File: src/hw/flash_read_consts.svh
// constants of the serial flash read-command engine
// assumes inclusion by bare name from the design modules
`ifndef FLASH_READ_CONSTS_SVH
`define FLASH_READ_CONSTS_SVH

// read opcodes
`define FR_OP_FAST_READ 8'h0b
`define FR_OP_DDR_FAST_READ 8'h0d
`define FR_OP_DUAL_OUT 8'h3b
`define FR_OP_DUAL_IO 8'hbb
`define FR_OP_DDR_DUAL_IO 8'hbd
`define FR_OP_QUAD_OUT 8'h6b
`define FR_OP_QUAD_IO 8'heb

// dummy clocks per command
`define FR_DUMMY_FAST_READ 4'd8
`define FR_DUMMY_DDR_FAST_READ 4'd4
`define FR_DUMMY_DUAL_OUT 4'd8
`define FR_DUMMY_DUAL_IO_DEFAULT 4'd4
`define FR_DUMMY_DDR_DUAL_IO 4'd2
`define FR_DUMMY_QUAD_OUT 4'd8
`define FR_DUMMY_QUAD_IO 4'd6
`define FR_DUMMY_QPI_FAST_READ 4'd6
`define FR_DUMMY_QPI_DDR_FAST_READ 4'd3

// lane widths, bits per sample event
`define FR_WIDTH_1 3'd1
`define FR_WIDTH_2 3'd2
`define FR_WIDTH_4 3'd4

// field sizes and array bounds
`define FR_OPCODE_BITS 5'd8
`define FR_ADDRESS_BITS 5'd24
`define FR_LAST_ADDRESS 24'hffffff
`define FR_ZERO_ADDRESS 24'h000000

`endif

File: src/hw/flash_read_pkg.sv
// types of the serial flash read-command engine
// assumes flash_read_consts.svh is on the include path
package flash_read_pkg;

  // gray codes along idle, opcode, address, dummy, data
  typedef enum logic [2:0] {
    IDLE = 3'b000,
    OPCODE = 3'b001,
    ADDRESS = 3'b011,
    DUMMY = 3'b010,
    DATA = 3'b110,
    IGNORE = 3'b111
  } engine_phase_type;

  typedef struct packed {
    logic valid;
    logic ddr;
    logic [2:0] addrWidth;
    logic [2:0] dataWidth;
    logic [3:0] dummyClocks;
  } command_config_type;

  typedef struct packed {
    engine_phase_type state;
    logic [7:0] opcode;
    command_config_type cfg;
    logic [4:0] bitCount;
    logic [3:0] dummyCount;
    logic [23:0] addrShift;
    logic [7:0] dataShift;
    logic [2:0] groupCount;
    logic [3:0] outBits;
    logic sclkLast;
  } engine_state_type;

endpackage

File: src/hw/flash_read_engine.sv
// read-command engine of a serial flash: opcode, address, dummy, data phases
// assumes the host drives serialClock and chipSelectN; pins are synchronised here
// Function
// - raising chip select ends any read at once, even mid data.
// - fast read during internal erase, program or write is ignored.
// - double-rate single read: opcode single, address two bits per clock, dummy, data.
// - double-rate single read samples address and drives data on both edges.
// - any start address, advance per byte, wrap to zero after top.
// - double-rate single read rejected while internal cycle busy.
// - dual-output read: single-line address, eight dummy clocks, data on two lines.
// - dual in/out read: address, dummy and data two bits wide.
// - dual in/out read samples on rising, drives data on falling edges.
// - double-rate dual in/out: four bits per clock, two dummy clocks.
// - quad-output read: single-line address, eight dummy clocks, four-bit data.
// - quad-output read latches on rising, shifts data on falling edges.
// - quad in/out read: four-bit address, six dummy clocks, four-bit data.
// - quad in/out read samples nibbles rising, drives nibbles falling.
// - fast read and double-rate fast read accepted in four-line mode.
// - standard fast read: rising-edge input, eight dummy clocks, falling-edge data.
// - quad enable set disables write-protect and hold on lines two and three.
`timescale 1ns/10ps
`include "flash_read_consts.svh"
module flash_read_engine #(
  parameter logic [3:0] DUAL_IO_DUMMY_CLOCKS = `FR_DUMMY_DUAL_IO_DEFAULT
) (
  input wire logic ref_clk,
  input wire logic reset,
  input wire logic serialClock,
  input wire logic chipSelectN,
  input wire logic io_line_0_in,
  output logic io_line_0_out,
  output logic io_line_0_oe,
  input wire logic io_line_1_in,
  output logic io_line_1_out,
  output logic io_line_1_oe,
  input wire logic io_line_2_in,
  output logic io_line_2_out,
  output logic io_line_2_oe,
  input wire logic io_line_3_in,
  output logic io_line_3_out,
  output logic io_line_3_oe,
  input wire logic quad_enable_bit,
  input wire logic fourLineMode,
  input wire logic internalBusy,
  output logic [23:0] memAddress,
  input wire logic [7:0] memData,
  output logic writeProtectActive,
  output logic holdActive
);
  import flash_read_pkg::*;

  // ----------------------------------------------------------------
  // decode functions
  // ----------------------------------------------------------------
  function automatic command_config_type decodeCommand(input logic [7:0] op, input logic qpi);
    command_config_type c;
    c = '0;
    if (qpi) begin
      if (op == `FR_OP_FAST_READ) begin
        c = '{1'b1, 1'b0, `FR_WIDTH_4, `FR_WIDTH_4, `FR_DUMMY_QPI_FAST_READ};
      end else if (op == `FR_OP_DDR_FAST_READ) begin
        c = '{1'b1, 1'b1, `FR_WIDTH_4, `FR_WIDTH_4, `FR_DUMMY_QPI_DDR_FAST_READ};
      end
    end else if (op == `FR_OP_FAST_READ) begin
      c = '{1'b1, 1'b0, `FR_WIDTH_1, `FR_WIDTH_1, `FR_DUMMY_FAST_READ};
    end else if (op == `FR_OP_DDR_FAST_READ) begin
      c = '{1'b1, 1'b1, `FR_WIDTH_1, `FR_WIDTH_1, `FR_DUMMY_DDR_FAST_READ};
    end else if (op == `FR_OP_DUAL_OUT) begin
      c = '{1'b1, 1'b0, `FR_WIDTH_1, `FR_WIDTH_2, `FR_DUMMY_DUAL_OUT};
    end else if (op == `FR_OP_DUAL_IO) begin
      c = '{1'b1, 1'b0, `FR_WIDTH_2, `FR_WIDTH_2, DUAL_IO_DUMMY_CLOCKS};
    end else if (op == `FR_OP_DDR_DUAL_IO) begin
      c = '{1'b1, 1'b1, `FR_WIDTH_2, `FR_WIDTH_2, `FR_DUMMY_DDR_DUAL_IO};
    end else if (op == `FR_OP_QUAD_OUT) begin
      c = '{1'b1, 1'b0, `FR_WIDTH_1, `FR_WIDTH_4, `FR_DUMMY_QUAD_OUT};
    end else if (op == `FR_OP_QUAD_IO) begin
      c = '{1'b1, 1'b0, `FR_WIDTH_4, `FR_WIDTH_4, `FR_DUMMY_QUAD_IO};
    end
    return c;
  endfunction

  // msb-first shift of one sample group into the address
  function automatic logic [23:0] shiftAddress(input logic [2:0] w, input logic [23:0] a, input logic [3:0] io);
    logic [23:0] r;
    r = {a[22:0], io[0]};
    if (w == `FR_WIDTH_2) begin
      r = {a[21:0], io[1:0]};
    end else if (w == `FR_WIDTH_4) begin
      r = {a[19:0], io};
    end
    return r;
  endfunction

  // next output group: {outBits, dataShift, groupCount, advance}
  function automatic logic [15:0] nextGroup(input logic [2:0] w, input logic [7:0] shift,
                                            input logic [2:0] cnt, input logic [7:0] fresh);
    logic [7:0] b;
    logic [3:0] o;
    logic [2:0] last;
    b = (cnt == 3'd0) ? fresh : shift;
    o = {2'b00, b[7], 1'b0};
    last = 3'd7;
    if (w == `FR_WIDTH_2) begin
      o = {2'b00, b[7:6]};
      last = 3'd3;
    end else if (w == `FR_WIDTH_4) begin
      o = b[7:4];
      last = 3'd1;
    end
    return {o, 8'(b << w), (cnt == 3'd0) ? last : 3'(cnt - 3'd1), cnt == 3'd0};
  endfunction

  // ----------------------------------------------------------------
  // pin synchronisers
  // ----------------------------------------------------------------
  logic [5:0] pinsSync;
  logic sclkSync;
  logic csHigh;
  logic [3:0] ioSync;

  pin_sync #(.WIDTH(6)) u_pin_sync (
    .ref_clk(ref_clk),
    .reset(reset),
    .pinIn({serialClock, chipSelectN, io_line_3_in, io_line_2_in, io_line_1_in, io_line_0_in}),
    .pinSync(pinsSync)
  );

  assign sclkSync = pinsSync[5];
  assign csHigh = pinsSync[4];
  assign ioSync = pinsSync[3:0];

  // ----------------------------------------------------------------
  // engine state
  // ----------------------------------------------------------------
  localparam engine_state_type ENGINE_RESET = '{state: IDLE, default: '0};

  engine_state_type st_reg;
  engine_state_type st_next;
  command_config_type decoded;
  logic riseEv;
  logic fallEv;
  logic quadPhase;
  logic pinFunctionsOn;
  logic counterLoad;
  logic counterAdvance;
  logic [15:0] group;

  assign riseEv = sclkSync & ~st_reg.sclkLast;
  assign fallEv = ~sclkSync & st_reg.sclkLast;
  assign quadPhase = (st_reg.state == ADDRESS || st_reg.state == DUMMY || st_reg.state == DATA) &&
                     (st_reg.cfg.addrWidth == `FR_WIDTH_4 || st_reg.cfg.dataWidth == `FR_WIDTH_4);
  // quad enable frees lines two and three
  assign pinFunctionsOn = !quad_enable_bit && !fourLineMode && !quadPhase;
  assign writeProtectActive = pinFunctionsOn && !ioSync[2];
  assign holdActive = pinFunctionsOn && !ioSync[3] && !csHigh;

  always_comb begin
    st_next = st_reg;
    st_next.sclkLast = sclkSync;
    counterLoad = 1'b0;
    counterAdvance = 1'b0;
    decoded = '0;
    group = nextGroup(st_reg.cfg.dataWidth, st_reg.dataShift, st_reg.groupCount, memData);
    case (st_reg.state)
      IDLE: begin
        if (!csHigh) begin
          st_next.state = OPCODE;
          st_next.bitCount = '0;
          st_next.opcode = '0;
        end
      end
      OPCODE: begin
        if (riseEv && !holdActive) begin
          st_next.opcode = fourLineMode ? {st_reg.opcode[3:0], ioSync} : {st_reg.opcode[6:0], ioSync[0]};
          st_next.bitCount = st_reg.bitCount + (fourLineMode ? 5'd4 : 5'd1);
          if (st_next.bitCount == `FR_OPCODE_BITS) begin
            decoded = decodeCommand(st_next.opcode, fourLineMode);
            st_next.cfg = decoded;
            st_next.bitCount = '0;
            if (!decoded.valid || internalBusy) begin
              st_next.state = IGNORE;
            end else begin
              st_next.state = ADDRESS;
            end
          end
        end
      end
      ADDRESS: begin
        if (!holdActive && (riseEv || (fallEv && st_reg.cfg.ddr && st_reg.bitCount != 5'd0))) begin
          st_next.addrShift = shiftAddress(st_reg.cfg.addrWidth, st_reg.addrShift, ioSync);
          st_next.bitCount = st_reg.bitCount + {2'b00, st_reg.cfg.addrWidth};
          if (st_next.bitCount == `FR_ADDRESS_BITS) begin
            counterLoad = 1'b1;
            st_next.state = DUMMY;
            st_next.dummyCount = '0;
            st_next.groupCount = '0;
          end
        end
      end
      DUMMY: begin
        // dummy input values are never looked at
        if (!holdActive && ((riseEv && !st_reg.cfg.ddr) || (fallEv && st_reg.cfg.ddr))) begin
          st_next.dummyCount = st_reg.dummyCount + 4'd1;
          if (st_next.dummyCount == st_reg.cfg.dummyClocks) begin
            st_next.state = DATA;
            // double rate: first group leaves on the last dummy falling edge
            if (st_reg.cfg.ddr) begin
              {st_next.outBits, st_next.dataShift, st_next.groupCount, counterAdvance} = group;
            end
          end
        end
      end
      DATA: begin
        if (!holdActive && (fallEv || (riseEv && st_reg.cfg.ddr))) begin
          {st_next.outBits, st_next.dataShift, st_next.groupCount, counterAdvance} = group;
        end
      end
      default: begin
      end
    endcase
    if (csHigh) begin
      st_next.state = IDLE;
    end
  end

  always_ff @(posedge ref_clk) begin
    if (reset) begin
      st_reg <= ENGINE_RESET;
    end else begin
      st_reg <= st_next;
    end
  end

  read_address_counter u_read_address_counter (
    .ref_clk(ref_clk),
    .reset(reset),
    .load(counterLoad),
    .loadValue(st_next.addrShift),
    .advance(counterAdvance),
    .address(memAddress)
  );

  // ----------------------------------------------------------------
  // pin drivers
  // ----------------------------------------------------------------
  logic driving;
  logic [3:0] laneEnable;

  assign driving = (st_reg.state == DATA) && !csHigh && !holdActive;
  assign laneEnable = (st_reg.cfg.dataWidth == `FR_WIDTH_4) ? 4'hf :
                      (st_reg.cfg.dataWidth == `FR_WIDTH_2) ? 4'h3 : 4'h2;
  assign {io_line_3_oe, io_line_2_oe, io_line_1_oe, io_line_0_oe} = driving ? laneEnable : 4'h0;
  assign {io_line_3_out, io_line_2_out, io_line_1_out, io_line_0_out} = st_reg.outBits;
endmodule

File: src/hw/pin_sync.sv
// two-flop synchroniser for pins arriving from outside the ref_clk domain
// assumes inputs are asynchronous levels; stage one is read by stage two only
`timescale 1ns/10ps
module pin_sync #(
  parameter int WIDTH = 1
) (
  input wire logic ref_clk,
  input wire logic reset,
  input wire logic [WIDTH-1:0] pinIn,
  output logic [WIDTH-1:0] pinSync
);

  typedef struct packed {
    logic [WIDTH-1:0] stage1;
    logic [WIDTH-1:0] stage2;
  } sync_state_type;

  sync_state_type st_reg;
  sync_state_type st_next;

  always_comb begin
    st_next.stage1 = pinIn;
    st_next.stage2 = st_reg.stage1;
  end

  always_ff @(posedge ref_clk) begin
    if (reset) begin
      // start at the pin levels, so no false edge follows reset
      st_reg <= {pinIn, pinIn};
    end else begin
      st_reg <= st_next;
    end
  end

  assign pinSync = st_reg.stage2;

endmodule

File: src/hw/read_address_counter.sv
// read address counter: loads a start address, advances per data byte
// assumes load and advance come from logic on ref_clk
`timescale 1ns/10ps
`include "flash_read_consts.svh"
module read_address_counter (
  input wire logic ref_clk,
  input wire logic reset,
  input wire logic load,
  input wire logic [23:0] loadValue,
  input wire logic advance,
  output logic [23:0] address
);

  typedef struct packed {
    logic [23:0] address;
  } counter_state_type;

  counter_state_type st_reg;
  counter_state_type st_next;

  always_comb begin
    st_next = st_reg;
    if (load) begin
      st_next.address = loadValue;
    end else if (advance) begin
      if (st_reg.address == `FR_LAST_ADDRESS) begin
        st_next.address = `FR_ZERO_ADDRESS;
      end else begin
        st_next.address = st_reg.address + 24'h000001;
      end
    end
  end

  always_ff @(posedge ref_clk) begin
    if (reset) begin
      st_reg <= '0;
    end else begin
      st_reg <= st_next;
    end
  end

  assign address = st_reg.address;

endmodule

File: config.mk
export PLATFORM = sky130hd
export DESIGN_NAME = flash_read_engine
export DESIGN_NICKNAME = d
export VERILOG_FILES = /design/src/hw/flash_read_pkg.sv /design/src/hw/flash_read_engine.sv /design/src/hw/pin_sync.sv /design/src/hw/read_address_counter.sv
export VERILOG_INCLUDE_DIRS = /design/src /design/src/hw
export SDC_FILE = /design/constraint.sdc
export NUM_CORES = 1
export LEC_CHECK = 0
export BUFFER_PORTS_ARGS = -buffer_cell sky130_fd_sc_hd__buf_2
export CELL_PAD_IN_SITES_DETAIL_PLACEMENT = 0
export CELL_PAD_IN_SITES_GLOBAL_PLACEMENT = 1
export CORE_ASPECT_RATIO = 0.7
export CORE_MARGIN = 3
export CORE_UTILIZATION = 42
export CTS_CLUSTER_SIZE = 14
export DETAILED_ROUTE_END_ITERATION = 8
export PLACE_DENSITY = 0.83
export SYNTH_ARGS = -nofsm -noshare
export SYNTH_HDL_FRONTEND = slang
export SYNTH_HIERARCHICAL = 1
export SYNTH_SLANG_ARGS = --single-unit
File: constraint.sdc
create_clock -name ref_clk -period 3 [get_ports ref_clk]
set_clock_uncertainty 0.1 [all_clocks]
set_input_delay 0.9 -clock ref_clk [delete_from_list [all_inputs] [get_ports ref_clk]]
set_output_delay 0.9 -clock ref_clk [all_outputs]
set_load 0.1 [all_outputs]
; ---- Word level (Yosys, flattened, before mapping)
; Index checks and enable logic that the tools add are counted.
[totals]
ff_bits = 107
in_bits = 19
out_inout_bits = 34
[op_classes]
addsub = 5
n_eq_ne = 28
shifts = 1
mux = 65
n_bitwise = 4
reduce_logical = 50
[op_table]
columns = op, n
row1 = 2-to-1 mux 12 bit, 13
row2 = 2-to-1 mux 24 bit, 6
row3 = 2-to-1 mux 15 bit, 4
row4 = 2-to-1 mux 3 bit, 12
row5 = 2-to-1 mux 33 bit, 1
row6 = 2-to-1 mux 28 bit, 1
row7 = adder 24 x 1 -> 24 bit (second input constant), 1
row8 = equality test 24 bit (second input constant), 1
row9 = equality test 8 bit (second input constant), 3
row10 = 2-to-1 mux 4 bit, 6
row11 = 2-to-1 mux 17 bit, 1
row12 = equality test 8 x 4 -> 1 bit (second input constant), 2
row13 = logical AND 1 bit, 16
row14 = 2-to-1 mux 8 bit, 2
row15 = one-hot mux 4 bit (2 select lines), 2
row16 = one-hot mux 8 bit (2 select lines), 1
row17 = one-hot mux 5 bit (3 select lines), 1
row18 = one-hot mux 7 bit (2 select lines), 1
row19 = equality test 3 x 2 -> 1 bit (second input constant), 4
row20 = one-hot mux 3 bit (4 select lines), 1
row21 = 2-to-1 mux 11 bit, 1
row22 = adder 5 x 3 -> 5 bit, 2
row23 = != test 2 bit (second input constant), 5
row24 = equality test 3 bit (second input constant), 3
row25 = 30 further kinds, 63

; ---- Logic depth before layout (Yosys ltp)
; Gate-level depths: netlist (run 1).
[depth]
word_depth = 19
ltp_mapped = 14

; ---- Cells and area by module
; Netlist (run 1), hierarchy kept.
[modules_own_cells]
columns = module, instances, cells_per_inst, area_each_um2
row1 = flash_read_engine, 1, 545, 4749.6
row2 = read_address_counter, 1, 191, 1530.2
row3 = pin_sync, 1, 19, 341.6

; ---- Worst setup path before layout (run 1)
; No wires, ideal clock.
[synth_timing]
kind = input port to output port
from = input fourLineMode
to = output writeProtectActive
arrival_time_ps = 4515
required_ps = 2000
path_slack_ps = -2515
cell_stages = 5
path_cell_list = buf_2 -> buf_6 -> clkbuf_1 -> clkbuf_1 -> nor4_1
[synth_via]
elab_chain_len = 4
[synth_rtl]
columns = element, line_no
row1 = start: declaration, flash_read_engine.sv:43  ; input wire logic fourLineMode,
row2 = logical NOT 1 bit, flash_read_engine.sv:153  ; assign pinFunctionsOn = !quad_enable_bit && !fourLineMode && !quadPhase;
row3 = logical AND 1 bit (2 in a row), flash_read_engine.sv:153
row4 = logical AND 1 bit, flash_read_engine.sv:154  ; assign writeProtectActive = pinFunctionsOn && !ioSync[2];
row5 = end: declaration, flash_read_engine.sv:47  ; output logic writeProtectActive,
; No other way between the ends.

; ---- Worst setup path in the final report (run 1)
[layout_timing]
from = input fourLineMode
to = output io_line_0_oe
[layout_via]
elab_chain_len = 8
[layout_rtl]
columns = element, line_no
row1 = logical NOT 1 bit, flash_read_engine.sv:153
row2 = logical AND 1 bit (2 in a row), flash_read_engine.sv:153
row3 = logical AND 1 bit (2 in a row), flash_read_engine.sv:155  ; assign holdActive = pinFunctionsOn && !ioSync[3] && !csHigh;
row4 = logical NOT 1 bit, flash_read_engine.sv:249  ; assign driving = (st_reg.state == DATA) && !csHigh && !holdActive;
row5 = logical AND 1 bit, flash_read_engine.sv:249
row6 = 2-to-1 mux 4 bit, flash_read_engine.sv:252  ; assign {io_line_3_oe, io_line_2_oe, io_line_1_oe, io_line_0_oe} = driving ? laneEnable : 4'h0;
row7 = end: declaration, flash_read_engine.sv:32  ; output logic io_line_0_oe,
; No other way between the ends.

==> impl_metrics.sql, run 1 <==
INSERT INTO impl_metrics (metric_group, metric, value, unit) VALUES
('finish', 'mostFrequentLayoutCells', '106 x dfxtp_1, 65 x nand2_1, 61 x buf_4', ''),
('hold_path', 'holdCritPathClass', 'reg -> reg', ''),
('clock_network', 'clock-sinks', '106', ''),
('sta', 'final.setup.worst_slack', '-237', 'ps'),
('outcome', 'outcome', 'finished with violations', ''),
('placement', 'post-dp-hpwl', '13.5', 'mm'),
('synthesis', 'mappedNetlistNets', '785', ''),
('drt', 'final_wirelength', '18.3', 'mm'),
('clock_network', 'root_buffer', 'clkbuf_16', ''),
('setup_path', 'bufs_and_invs_on_worst_path', '3', ''),
('setup_path', 'timing_worst_setup_path_type', 'in -> out', ''),
('sta', 'timing.final.hold_violations', '0', ''),
('drt', 'detail_route.vias_per_cell', '5.88', ''),
('grt', 'grt_overflow_total', '0', ''),
('grt', 'grt_pass1_wl', '29.4', 'mm'),
('drt', 'initialDrtViolationCount', '492', ''),
('clock_network', 'hold_buffers', '0', ''),
('synthesis', 'synth_top_flop_cell', 'dfxtp_1', ''),
('setup_path', 'crit_arrival', '2240', 'ps'),
('setup_path', 'timing.critical_path.required', '2000', 'ps'),
('run', 'max-cap-violations', '0', ''),
('clock_network', 'worstSkewPairLatency', '350', 'ps'),
('setup_path', 'critical_path.slowest_cell', 'or4_4', ''),
('sta', 'grt_setup_unrepaired', 'true', ''),
('synthesis', 'ys_seq_area_share', '32.0', '%'),
('synthesis', 'asyncSetResetFlopFracSynth', '0', '%'),
('sta', 'finalCritPeriodShare', '108', '%'),
('outcome', 'failing_checks', 'negative setup slack', ''),
('synthesis', 'post_synth_instance_area', '6620', 'sq um'),
('drt', 'drc', '0', ''),
('sta', 'min_period', '3240', 'ps'),
('clock_network', 'ctsHtreeMaxLevel', '3', ''),
('synthesis', 'syn-mean-instance-area', '8.77', 'sq um'),
('synthesis', 'yosys_warnings', '6', ''),
('finish', 'largest_register_ff_count', '66', ''),
('finish', 'area_delta_synth_final', '20.7', '%'),
('clock_network', 'cts-buffers-inserted', '9', ''),
('clock_network', 'worst_setup_hold_path_clk_slew', '80', 'ps'),
('drt', 'detail_routed_net_length_per_standard_cell', '17.7', 'um'),
('floorplanning', 'die_x', '156', 'um'),
('setup_path', 'worstPathMaxFanout', '2', ''),
('placement', 'place_congestion', '0.893', ''),
('placement', 'port_buffers', '52', ''),
('placement', 'placement.cell_area', '7430', 'sq um'),
('sta', 'tightest_slew', '722', 'ps'),
('synthesis', 'netlist_instances', '755', ''),
('setup_path', 'crit_family', 'simple AND/OR/NAND/NOR gates', ''),
('clock_network', 'cts_tree', 'done', ''),
('drt', 'firstDrtPassIters', '6', ''),
('setup_path', 'critical_path.cell_chain', 'buf_6, or4_4, o211ai_1, buf_4, nor2_4, and2_4, buf_12', ''),
('finish', 'final_layout_size_suffix_gt1_share', '26.0', '%'),
('synthesis', 'number_of_flops_mapped_to_enable_cells_by_yosys', '0', ''),
('setup_path', 'start_kind', 'primary input', ''),
('floorplanning', 'num_io_pins', '53', ''),
('finish', 'num_antenna_cells', '0', ''),
('grt', 'grt_start_max_net_pins', '46', ''),
('floorplanning', 'floorplan.die.height', '111', 'um'),
('floorplanning', 'placement_rows', '37', ''),
('sta', 'hold-worst-slack', '358', 'ps'),
('power', 'leakage', '0.00312', 'uW'),
('sta', 'fmax_achieved', '0.309', 'GHz'),
('drt', 'antenna_violating_nets_post_route', '0', ''),
('floorplanning', 'start_util', '44.0', '%'),
('floorplanning', 'core_region_area', '15000', 'sq um'),
('drt', 'dr_total_vias', '6083', ''),
('grt', 'first_global_vias', '5620', ''),
('grt', 'grt_antenna_before_repair', '0', ''),
('grt', 'grt.total_usage', '20.6', '%'),
('clock_network', 'ctsLongestPathBuffers', '2', ''),
('setup_path', 'cp_slowest_stage_delay', '540', 'ps'),
('finish', 'finish.net_count', '864', ''),
('sta', 'setup_violations_final', '11', ''),
('floorplanning', 'die_area', '17300', 'sq um'),
('sta', 'slew_viol_final', '0', ''),
('power', 'power_density', '364', 'nW/um^2'),
('setup_path', 'critPathCaptureType', 'output pin', ''),
('power', 'vdd_ir_drop_max', '0.296', 'mV'),
('sta', 'max-slew-margin-rel', '51.8', '%'),
('finish', 'design_area', '7990', 'sq um'),
('finish', 'mostFrequentLayoutCell', 'dfxtp_1', ''),
('synthesis', 'postSynthRegisterBits', '106', ''),
('synthesis', 'synth_cell_type_count', '83', '');
-- final cells by class --
cell class | count | area, sq um
fillers | 1388 | 7050
multi-input cells | 585 | 4380
flip-flops and latches | 106 | 2120
repair buffers | 117 | 891
well taps | 195 | 244
clock buffers | 9 | 225
clock inverters | 7 | 75.1
inverters | 15 | 56.3
-- worst reg2reg max path: cells and delay by family, from the launching register on --
family                   cells  cell delay, ps
adder cells (fa/ha/maj)      2             700
AO/OA/AOI/OAI                2             450
AND/OR/NAND/NOR              4             650
flip-flops                   1             410
buffers and inverters        3             440
-- final timing paths --
path	slack, ps	to	startpoint	cells after the start
hold / removal	360	io_line_2_out	io_line_2_out	2
setup / recovery	-240	io_line_0_oe	fourLineMode	7
setup reg to reg	160	u_read_address_counter/address[11]	st_reg[44]	11
hold reg to reg	360	io_line_2_out	io_line_2_out	2
-- through the flow --
stage                     TNS [ps]  power, uW  utilization [%]  instances  setup WS [ps]
after detailed placement     -8380       1700             49.4       1009           -368
after global placement       -6930       1690             49.4       1009           -360
after CTS                     -772       2920             51.8       1026           -255
final                        -1110       2910             53.1       1034           -237
after global routing         -3490       3010             53.1       1034           -262
after floorplan              -3660       1620                -        755           -572
-- repair_timing --
item | in CTS | in global routing
resized for setup | 16 | 24
setup buffers | 1 | 8
setup endpoints to repair | 5 | 33
pin swaps | 5 | 7
-- synthesized netlist by cell type, types with 9 or more instances --
cell type	n	area [sq um]
a21oi_1	43	215
a221oi_1	9	78.8
and2_1	29	181
and3_1	18	113
buf_2	14	70.1
clkbuf_1	26	97.6
dfxtp_1	106	2120
ha_1	10	125
inv_1	14	52.6
mux2_2	9	101
mux2_4	27	405
mux2i_1	39	390
nand2_1	65	244
nand2b_1	9	56.3
nand3_1	18	90.1
nand4_1	14	87.6
nor2_1	57	214
nor3_1	17	85.1
o21ai_0	35	175
o22ai_1	9	56.3
or3_1	10	62.6
xnor2_1	13	114
xor2_1	15	131
-- logic make-up after synthesis --
kind of cell	after synthesis	share of synthesized area, %
AO/OA/AOI/OAI	172	18.0
buffers and inverters	64	4.63
XOR/XNOR	28	3.70
AND/OR/NAND/NOR	294	24.2
adder cells (fa/ha/maj)	11	2.19
multiplexers	80	15.2
flip-flops	106	32.0
-- power breakdown --
group / total (uW) / internal (uW) / leakage [uW] / switching [uW]
clock network: 1220 / 654 / 0.000150 / 568
logic: 243 / 103 / 0.00211 / 140
registers: 1440 / 1420 / 0.000859 / 20.1
-- metal layers --
| metal | up-vias | global-route usage (%) | wire length (um) |
|---|---|---|---|
| met1 | 2946 | 32.6 | 9680 |
| li1 | 2950 | - | - |
| met2 | 165 | 29.2 | 7630 |
| met3 | 22 | 3.12 | 817 |
| met4 | 0 | 4.53 | 212 |
| met5 | - | 0 | 0 |
Power figures use the tool's default switching activity.
==> run 2, diff against run 1 <==
--- a/config.mk
+++ b/config.mk
@@ -7,7 +7,7 @@
 export NUM_CORES = 1
 export LEC_CHECK = 0
 export BUFFER_PORTS_ARGS = -buffer_cell sky130_fd_sc_hd__buf_2
-export CELL_PAD_IN_SITES_DETAIL_PLACEMENT = 0
+export CELL_PAD_IN_SITES_DETAIL_PLACEMENT = 1
 export CELL_PAD_IN_SITES_GLOBAL_PLACEMENT = 1
 export CORE_ASPECT_RATIO = 0.7
 export CORE_MARGIN = 3
==> impl_metrics.sql, run 2 (same netlist as run 1, synthesis figures left out) <==
INSERT INTO impl_metrics (metric_group, metric, value, unit) VALUES
('outcome', 'outcome', 'finished with violations', ''),
('outcome', 'failing_checks', 'negative setup slack', ''),
('placement', 'place_congestion', '0.893', ''),
('grt', 'grt_pass1_wl', '33.4', 'mm'),
('setup_path', 'timing.critical_path.required', '2000', 'ps'),
('setup_path', 'worstPathMaxFanout', '2', ''),
('finish', 'mostFrequentLayoutCells', '103 x dfxtp_1, 65 x nand2_1, 58 x buf_4', ''),
('setup_path', 'timing.reg2reg.setup_slack', '80', 'ps'),
('grt', 'first_global_vias', '6282', ''),
('hold_path', 'timing.hold.worst.start', 'io_line_2_out', ''),
('grt', 'grt_antenna_before_repair', '0', ''),
('finish', 'mostFrequentLayoutCell', 'dfxtp_1', ''),
('floorplanning', 'die_x', '156', 'um'),
('power', 'internal_power', '2180', 'uW'),
('finish', 'final_layout_size_suffix_gt1_share', '26.0', '%'),
('setup_path', 'bufs_and_invs_on_worst_path', '3', ''),
('sta', 'max-slew-margin-rel', '46.0', '%'),
('placement', 'dp.cells', '1009', ''),
('finish', 'num_antenna_cells', '0', ''),
('power', 'combPwrFrac', '8.4', '%'),
('sta', 'slew_viol_final', '0', ''),
('setup_path', 'crit_family', 'simple AND/OR/NAND/NOR gates', ''),
('setup_path', 'worstRegToRegCells', '12', ''),
('placement', 'port_buffers', '52', ''),
('setup_path', 'timing.rr.end', 'u_read_address_counter/address[9]', ''),
('setup_path', 'timing_worst_setup_path_type', 'in -> out', ''),
('clock_network', 'worst_setup_hold_path_clk_slew', '70', 'ps'),
('setup_path', 'critical_path.slowest_cell', 'or4_4', ''),
('clock_network', 'ctsHtreeMaxLevel', '3', ''),
('power', 'vdd_ir_drop_max', '0.266', 'mV'),
('clock_network', 'clock-sinks', '106', ''),
('clock_network', 'ctsLongestPathBuffers', '2', ''),
('sta', 'final.setup.worst_slack', '-281', 'ps'),
('setup_path', 'start_kind', 'primary input', ''),
('drt', 'dr_total_vias', '6202', ''),
('drt', 'detail_routed_net_length_per_standard_cell', '20.4', 'um'),
('clock_network', 'worstSkewPairLatency', '360', 'ps'),
('clock_network', 'cts_tree', 'done', ''),
('hold_path', 'hold-path-cell-count', '2', ''),
('drt', 'antenna_violating_nets_post_route', '0', ''),
('grt', 'grt_start_max_net_pins', '46', ''),
('finish', 'final-instance-count-excl-fill', '1031', ''),
('drt', 'detail_route.vias_per_cell', '6.02', ''),
('finish', 'largest_register_ff_count', '66', ''),
('sta', 'grt_setup_unrepaired', 'true', ''),
('floorplanning', 'placement_rows', '37', ''),
('floorplanning', 'num_io_pins', '53', ''),
('power', 'clock_power_share', '42.3', '%'),
('run', 'max-cap-violations', '0', ''),
('floorplanning', 'die_area', '17300', 'sq um'),
('floorplanning', 'floorplan.die.height', '111', 'um'),
('setup_path', 'cp_slowest_stage_delay', '540', 'ps'),
('drt', 'drc', '0', ''),
('floorplanning', 'start_util', '44.0', '%'),
('power', 'pwr-share-seq', '49.3', '%'),
('grt', 'grt_overflow_total', '0', ''),
('setup_path', 'regToRegStartpoint', 'st_reg[44]', ''),
('sta', 'min_period', '3280', 'ps'),
('sta', 'timing.final.hold_violations', '0', ''),
('sta', 'fmax_achieved', '0.305', 'GHz'),
('sta', 'tightest_slew', '809', 'ps'),
('floorplanning', 'core_region_area', '15000', 'sq um'),
('grt', 'grt.total_usage', '23.7', '%'),
('hold_path', 'worst_hold_path.endpoint', 'io_line_2_out', ''),
('finish', 'multi_input_comb_area', '4330', 'sq um'),
('sta', 'finalCritPeriodShare', '109', '%'),
('setup_path', 'critPathCaptureType', 'output pin', ''),
('power', 'p_switching', '748', 'uW'),
('drt', 'firstDrtPassIters', '5', ''),
('finish', 'area_delta_synth_final', '19.8', '%'),
('power', 'p_sw_share', '25.6', '%'),
('setup_path', 'crit_arrival', '2280', 'ps'),
('hold_path', 'holdCritPathClass', 'reg -> reg', ''),
('placement', 'post-dp-hpwl', '15.2', 'mm'),
('sta', 'setup_violations_final', '7', ''),
('drt', 'initialDrtViolationCount', '558', ''),
('setup_path', 'critical_path.cell_chain', 'buf_6, or4_4, o211ai_1, buf_4, nor2_4, and2_4, buf_12', ''),
('finish', 'final.fill_count', '1748', ''),
('clock_network', 'hold_buffers', '0', ''),
('finish', 'finish.net_count', '862', ''),
('sta', 'totalNegativeSetupSlack', '-1040', 'ps'),
('drt', 'final_wirelength', '21.1', 'mm'),
('clock_network', 'cts-buffers-inserted', '9', ''),
('power', 'leakage', '0.00311', 'uW'),
('power', 'power_density', '369', 'nW/um^2'),
('clock_network', 'root_buffer', 'clkbuf_16', ''),
('finish', 'seqCellArea', '2130', 'sq um');
[run 2: stage by stage]
stage	setup WS, ps	hold slack [ps]	area (sq um)	utilization [%]	power (uW)
global route	-305	372	7930	52.7	3030
CTS	-234	362	7830	52.0	2940
finish	-281	363	7930	52.7	2930
floorplan	-572	331	6720	-	1620
detailed placement	-359	343	7430	49.4	1710
global placement	-360	340	7430	49.4	1690
[run 2: area by class of cell]
type | count | share of cell area [%]
inverters | 15 | 0.710
clock inverters | 6 | 0.931
clock buffers | 9 | 2.84
flip-flops and latches | 106 | 26.8
repair buffers | 115 | 11.1
multi-input cells | 585 | 54.5
well taps | 195 | 3.08
[run 2: routing by layer]
layer	part of all wire (%)	routed length (um)	GRT usage [%]	up-vias
met5	0	0	0	-
li1	-	-	-	2934
met1	49	10400	34.6	3091
met3	4.1	869	3.47	25
met2	45	9570	36.9	152
met4	1.2	243	5.06	0
[run 2: how the worst max path moves through the flow]
stage / startpoint / to / cells after the start
5_1_grt: fourLineMode / io_line_0_oe / 7
2_1_floorplan: fourLineMode / io_line_3_oe / 6
3_3_place_gp: fourLineMode / io_line_0_oe / 7
4_1_cts: quad_enable_bit / io_line_0_oe / 7
6_report: fourLineMode / io_line_0_oe / 7
3_5_place_dp: fourLineMode / io_line_0_oe / 7
[run 2: worst min-delay path: cells and delay by family, from the launching register on]
kind	cells	cell delay, ps
simple gates	1	50
flops	1	320
compound gates	1	50
[run 2: what timing repair did]
| item | in CTS | in global routing |
|---|---|---|
| endpoints found under the hold margin | 0 | 0 |
| setup endpoints to repair | 7 | 41 |
| buffers inserted | 3 | 4 |
| pin swaps | 6 | 8 |
| resized for setup | 21 | 19 |
[run 2: power by group through the flow]
stage | clock [uW] | sequential, uW | combinational [uW]
floorplan | 0 | 1480 | 144
global placement | 0 | 1470 | 220
detailed placement | 0 | 1480 | 229
CTS | 1260 | 1440 | 236
global route | 1320 | 1440 | 264
finish | 1240 | 1440 | 246
==> run 3, diff against run 2 <==
--- a/config.mk
+++ b/config.mk
@@ -11,11 +11,10 @@
 export CELL_PAD_IN_SITES_GLOBAL_PLACEMENT = 1
 export CORE_ASPECT_RATIO = 0.7
 export CORE_MARGIN = 3
-export CORE_UTILIZATION = 42
+export CORE_UTILIZATION = 41
 export CTS_CLUSTER_SIZE = 14
 export DETAILED_ROUTE_END_ITERATION = 8
 export PLACE_DENSITY = 0.83
 export SYNTH_ARGS = -nofsm -noshare
 export SYNTH_HDL_FRONTEND = slang
-export SYNTH_HIERARCHICAL = 1
 export SYNTH_SLANG_ARGS = --single-unit
==> impl_metrics.sql, run 3 <==
INSERT INTO impl_metrics (metric_group, metric, value, unit) VALUES
('finish', 'design_area', '7950', 'sq um'),
('power', 'leakage', '0.00276', 'uW'),
('drt', 'firstDrtPassIters', '7', ''),
('power', 'clock_power_share', '40.9', '%'),
('sta', 'setup_violations_final', '4', ''),
('setup_path', 'timing.critical_path.required', '2000', 'ps'),
('power', 'internal_power', '2060', 'uW'),
('drt', 'detail_routed_net_length_per_standard_cell', '20.8', 'um'),
('floorplanning', 'core_region_area', '15000', 'sq um'),
('clock_network', 'clock-sinks', '105', ''),
('floorplanning', 'die_area', '17100', 'sq um'),
('setup_path', 'timing.rr.end', 'u_read_address_counter.address[10]', ''),
('synthesis', 'synth_cell_type_count', '68', ''),
('placement', 'placement.cell_area', '7500', 'sq um'),
('setup_path', 'start_kind', 'primary input', ''),
('sta', 'finalCritPeriodShare', '106', '%'),
('setup_path', 'critPathCapture', 'io_line_0_oe', ''),
('clock_network', 'root_buffer', 'clkbuf_16', ''),
('drt', 'detail_route.vias_per_cell', '6.16', ''),
('grt', 'grt_antenna_before_repair', '0', ''),
('finish', 'area_delta_synth_final', '24.8', '%'),
('clock_network', 'worstSkewPairLatency', '360', 'ps'),
('outcome', 'failing_checks', 'negative setup slack', ''),
('finish', 'finish.net_count', '925', ''),
('synthesis', 'netlist_instances', '813', ''),
('finish', 'final_layout_size_suffix_gt1_share', '23.0', '%'),
('clock_network', 'ctsLongestPathBuffers', '2', ''),
('placement', 'post-dp-hpwl', '16.1', 'mm'),
('setup_path', 'path_depth', '6', ''),
('setup_path', 'worstRegToRegCells', '11', ''),
('drt', 'antenna_violating_nets_post_route', '0', ''),
('sta', 'timing.final.hold_violations', '0', ''),
('finish', 'num_antenna_cells', '0', ''),
('floorplanning', 'die_x', '155', 'um'),
('sta', 'fmax_achieved', '0.314', 'GHz'),
('synthesis', 'netlist_top_cells_area', 'dfxtp_1 33%, nand2_1 6.9%, mux2i_1 6.0%, a21oi_1 5.0%, nor2_1 3.9%', ''),
('setup_path', 'critical_path.cell_chain', 'buf_6, or4_4, o21ai_4, nor3_4, and2_4, buf_12', ''),
('outcome', 'outcome', 'finished with violations', ''),
('synthesis', 'yosys.area.top_type', 'dfxtp_1', ''),
('hold_path', 'holdCritPathClass', 'reg -> reg', ''),
('setup_path', 'bufs_and_invs_on_worst_path', '2', ''),
('setup_path', 'regToRegStartpoint', 'st_reg[44]', ''),
('grt', 'grt_overflow_total', '0', ''),
('sta', 'min_period', '3190', 'ps'),
('drt', 'drc', '0', ''),
('floorplanning', 'floorplan.die.height', '110', 'um'),
('power', 'vdd_ir_drop_max', '0.265', 'mV'),
('power', 'pwr-share-seq', '51.4', '%'),
('clock_network', 'worst_setup_hold_path_clk_slew', '70', 'ps'),
('drt', 'final_wirelength', '22.8', 'mm'),
('placement', 'dp.cells', '1078', ''),
('synthesis', 'mappedNetlistNets', '843', ''),
('setup_path', 'worstPathMaxFanout', '3', ''),
('setup_path', 'timing.reg2reg.setup_slack', '50', 'ps'),
('run', 'max-cap-violations', '0', ''),
('synthesis', 'number_of_flops_mapped_to_enable_cells_by_yosys', '0', ''),
('finish', 'final-instance-count-excl-fill', '1095', ''),
('setup_path', 'worst_setup_path_startpoint', 'fourLineMode', ''),
('grt', 'grt_start_max_net_pins', '60', ''),
('setup_path', 'timing_worst_setup_path_type', 'in -> out', ''),
('setup_path', 'critical_path.slowest_cell', 'or4_4', ''),
('synthesis', 'asyncSetResetFlopFracSynth', '0', '%'),
('finish', 'mostFrequentLayoutCells', '116 x nand2_1, 96 x dfxtp_1, 67 x nor2_1', ''),
('floorplanning', 'num_io_pins', '53', ''),
('synthesis', 'synth_top_flop_cell', 'dfxtp_1', ''),
('power', 'combPwrFrac', '7.7', '%'),
('setup_path', 'critPathCaptureType', 'output pin', ''),
('synthesis', 'yosys-top-cells-count', '117 x nand2_1, 105 x dfxtp_1, 67 x nor2_1, 64 x a21oi_1', ''),
('drt', 'dr_total_vias', '6750', ''),
('grt', 'grtUsageMet2', '39.7', '%'),
('drt', 'initialDrtViolationCount', '659', ''),
('grt', 'first_global_vias', '6522', ''),
('synthesis', 'yosys_warnings', '0', ''),
('setup_path', 'cp_slowest_stage_delay', '590', 'ps'),
('placement', 'place_congestion', '0.909', ''),
('synthesis', 'postSynthRegisterBits', '105', ''),
('sta', 'tightest_slew', '749', 'ps'),
('grt', 'grtUsageMet3', '4.68', '%'),
('sta', 'max-slew-margin-rel', '49.6', '%'),
('sta', 'slew_viol_final', '0', ''),
('sta', 'final.setup.worst_slack', '-187', 'ps'),
('synthesis', 'syn-mean-instance-area', '7.84', 'sq um'),
('sta', 'hold-worst-slack', '352', 'ps'),
('clock_network', 'ctsHtreeMaxLevel', '3', ''),
('power', 'p_sw_share', '25.9', '%'),
('floorplanning', 'placement_rows', '37', ''),
('grt', 'grt_busiest_layer', 'met2', ''),
('synthesis', 'ys_seq_area_share', '33.0', '%'),
('synthesis', 'post_synth_instance_area', '6370', 'sq um'),
('grt', 'grt.total_usage', '25.7', '%'),
('grt', 'grt_pass1_wl', '35.0', 'mm'),
('finish', 'mostFrequentLayoutCell', 'nand2_1', ''),
('clock_network', 'cts_tree', 'done', ''),
('synthesis', 'synthMostInstantiatedCell', 'nand2_1', ''),
('power', 'p_switching', '719', 'uW'),
('placement', 'port_buffers', '52', ''),
('finish', 'final_util', '53.2', '%'),
('setup_path', 'crit_family', 'simple AND/OR/NAND/NOR gates', ''),
('finish', 'largest_register_ff_count', '65', ''),
('synthesis', 'yosys.area.top_type_share', '33.0', '%'),
('grt', 'gr-usage-met1', '37.5', '%'),
('setup_path', 'crit_arrival', '2190', 'ps'),
('clock_network', 'cts-buffers-inserted', '9', ''),
('floorplanning', 'start_util', '42.6', '%'),
('sta', 'grt_setup_unrepaired', 'true', ''),
('power', 'power_density', '349', 'nW/um^2');
## run 3: cell type report
type                    count  area, sq um
fillers                  1823         7000
multi-input cells         634         4220
flip-flops and latches    105         2110
repair buffers            125         1020
well taps                 195          244
clock buffers              10          229
inverters                  20         82.6
clock inverters             6         43.8
## run 3: cell families (layout without fill, tap and decap cells)
kind of cell | after synthesis | count (layout) | share of synthesized area (%)
compound gates | 215 | 215 | 21.7
simple gates | 336 | 336 | 26.0
xor+xnor | 16 | 16 | 2.42
fa+ha+maj | 11 | 11 | 2.28
flops | 105 | 105 | 33.0
mux | 56 | 56 | 10.0
buf+inv | 74 | 161 | 4.56
## run 3: per-stage QoR
stage	setup slack [ps]	setup TNS [ps]	total power, uW
after floorplan	-549	-2120	1580
after global placement	-211	-2420	1650
after detailed placement	-250	-4220	1660
after CTS	-209	-798	2780
after global routing	-218	-896	2870
final	-187	-712	2780
## run 3: layer usage
metal / part of all wire, % / wire length, um
met1: 48 / 10900
met4: 1.4 / 308
met2: 44 / 10000
met5: 0 / 0
met3: 6.8 / 1550
## run 3: timing repair
action | in CTS | in global routing
endpoints found under the setup margin | 12 | 21
endpoints found under the hold margin | 0 | 0
hold buffers | 0 | 0
pin swaps | 3 | 10
cloned | 0 | 0
resized for setup | 8 | 24
buffers inserted | 0 | 1
## run 3: power by group through the flow
stage               sequential (uW)  clock, uW  combinational, uW
floorplan                      1450          0                129
global placement               1460          0                191
detailed placement             1460          0                196
CTS                            1430       1150                202
global route                   1430       1210                227
finish                         1430       1140                213
## run 3: worst min path at each step
stage | end | from | cells past startpoint
after floorplan | st_reg[14] | st_reg[14] | 2
after global placement | u_pin_sync.pinSync[0] | u_pin_sync.st_next[0] | 1
after detailed placement | u_pin_sync.pinSync[1] | u_pin_sync.st_next[1] | 1
after CTS | io_line_1_out | io_line_1_out | 2
after global routing | st_reg[15] | st_reg[15] | 2
final | io_line_1_out | io_line_1_out | 2
## run 3: worst register-to-register path: stages, from the launching register on
cell and delay [ps]:
dfxtp_2 380, ha_4 140, inv_1 60, fa_2 460, xnor2_4 190, nor3b_4 260
o2111ai_4 210, or3_4 390, buf_12 190, buf_4 160, o211a_1 100, nor4_1 230
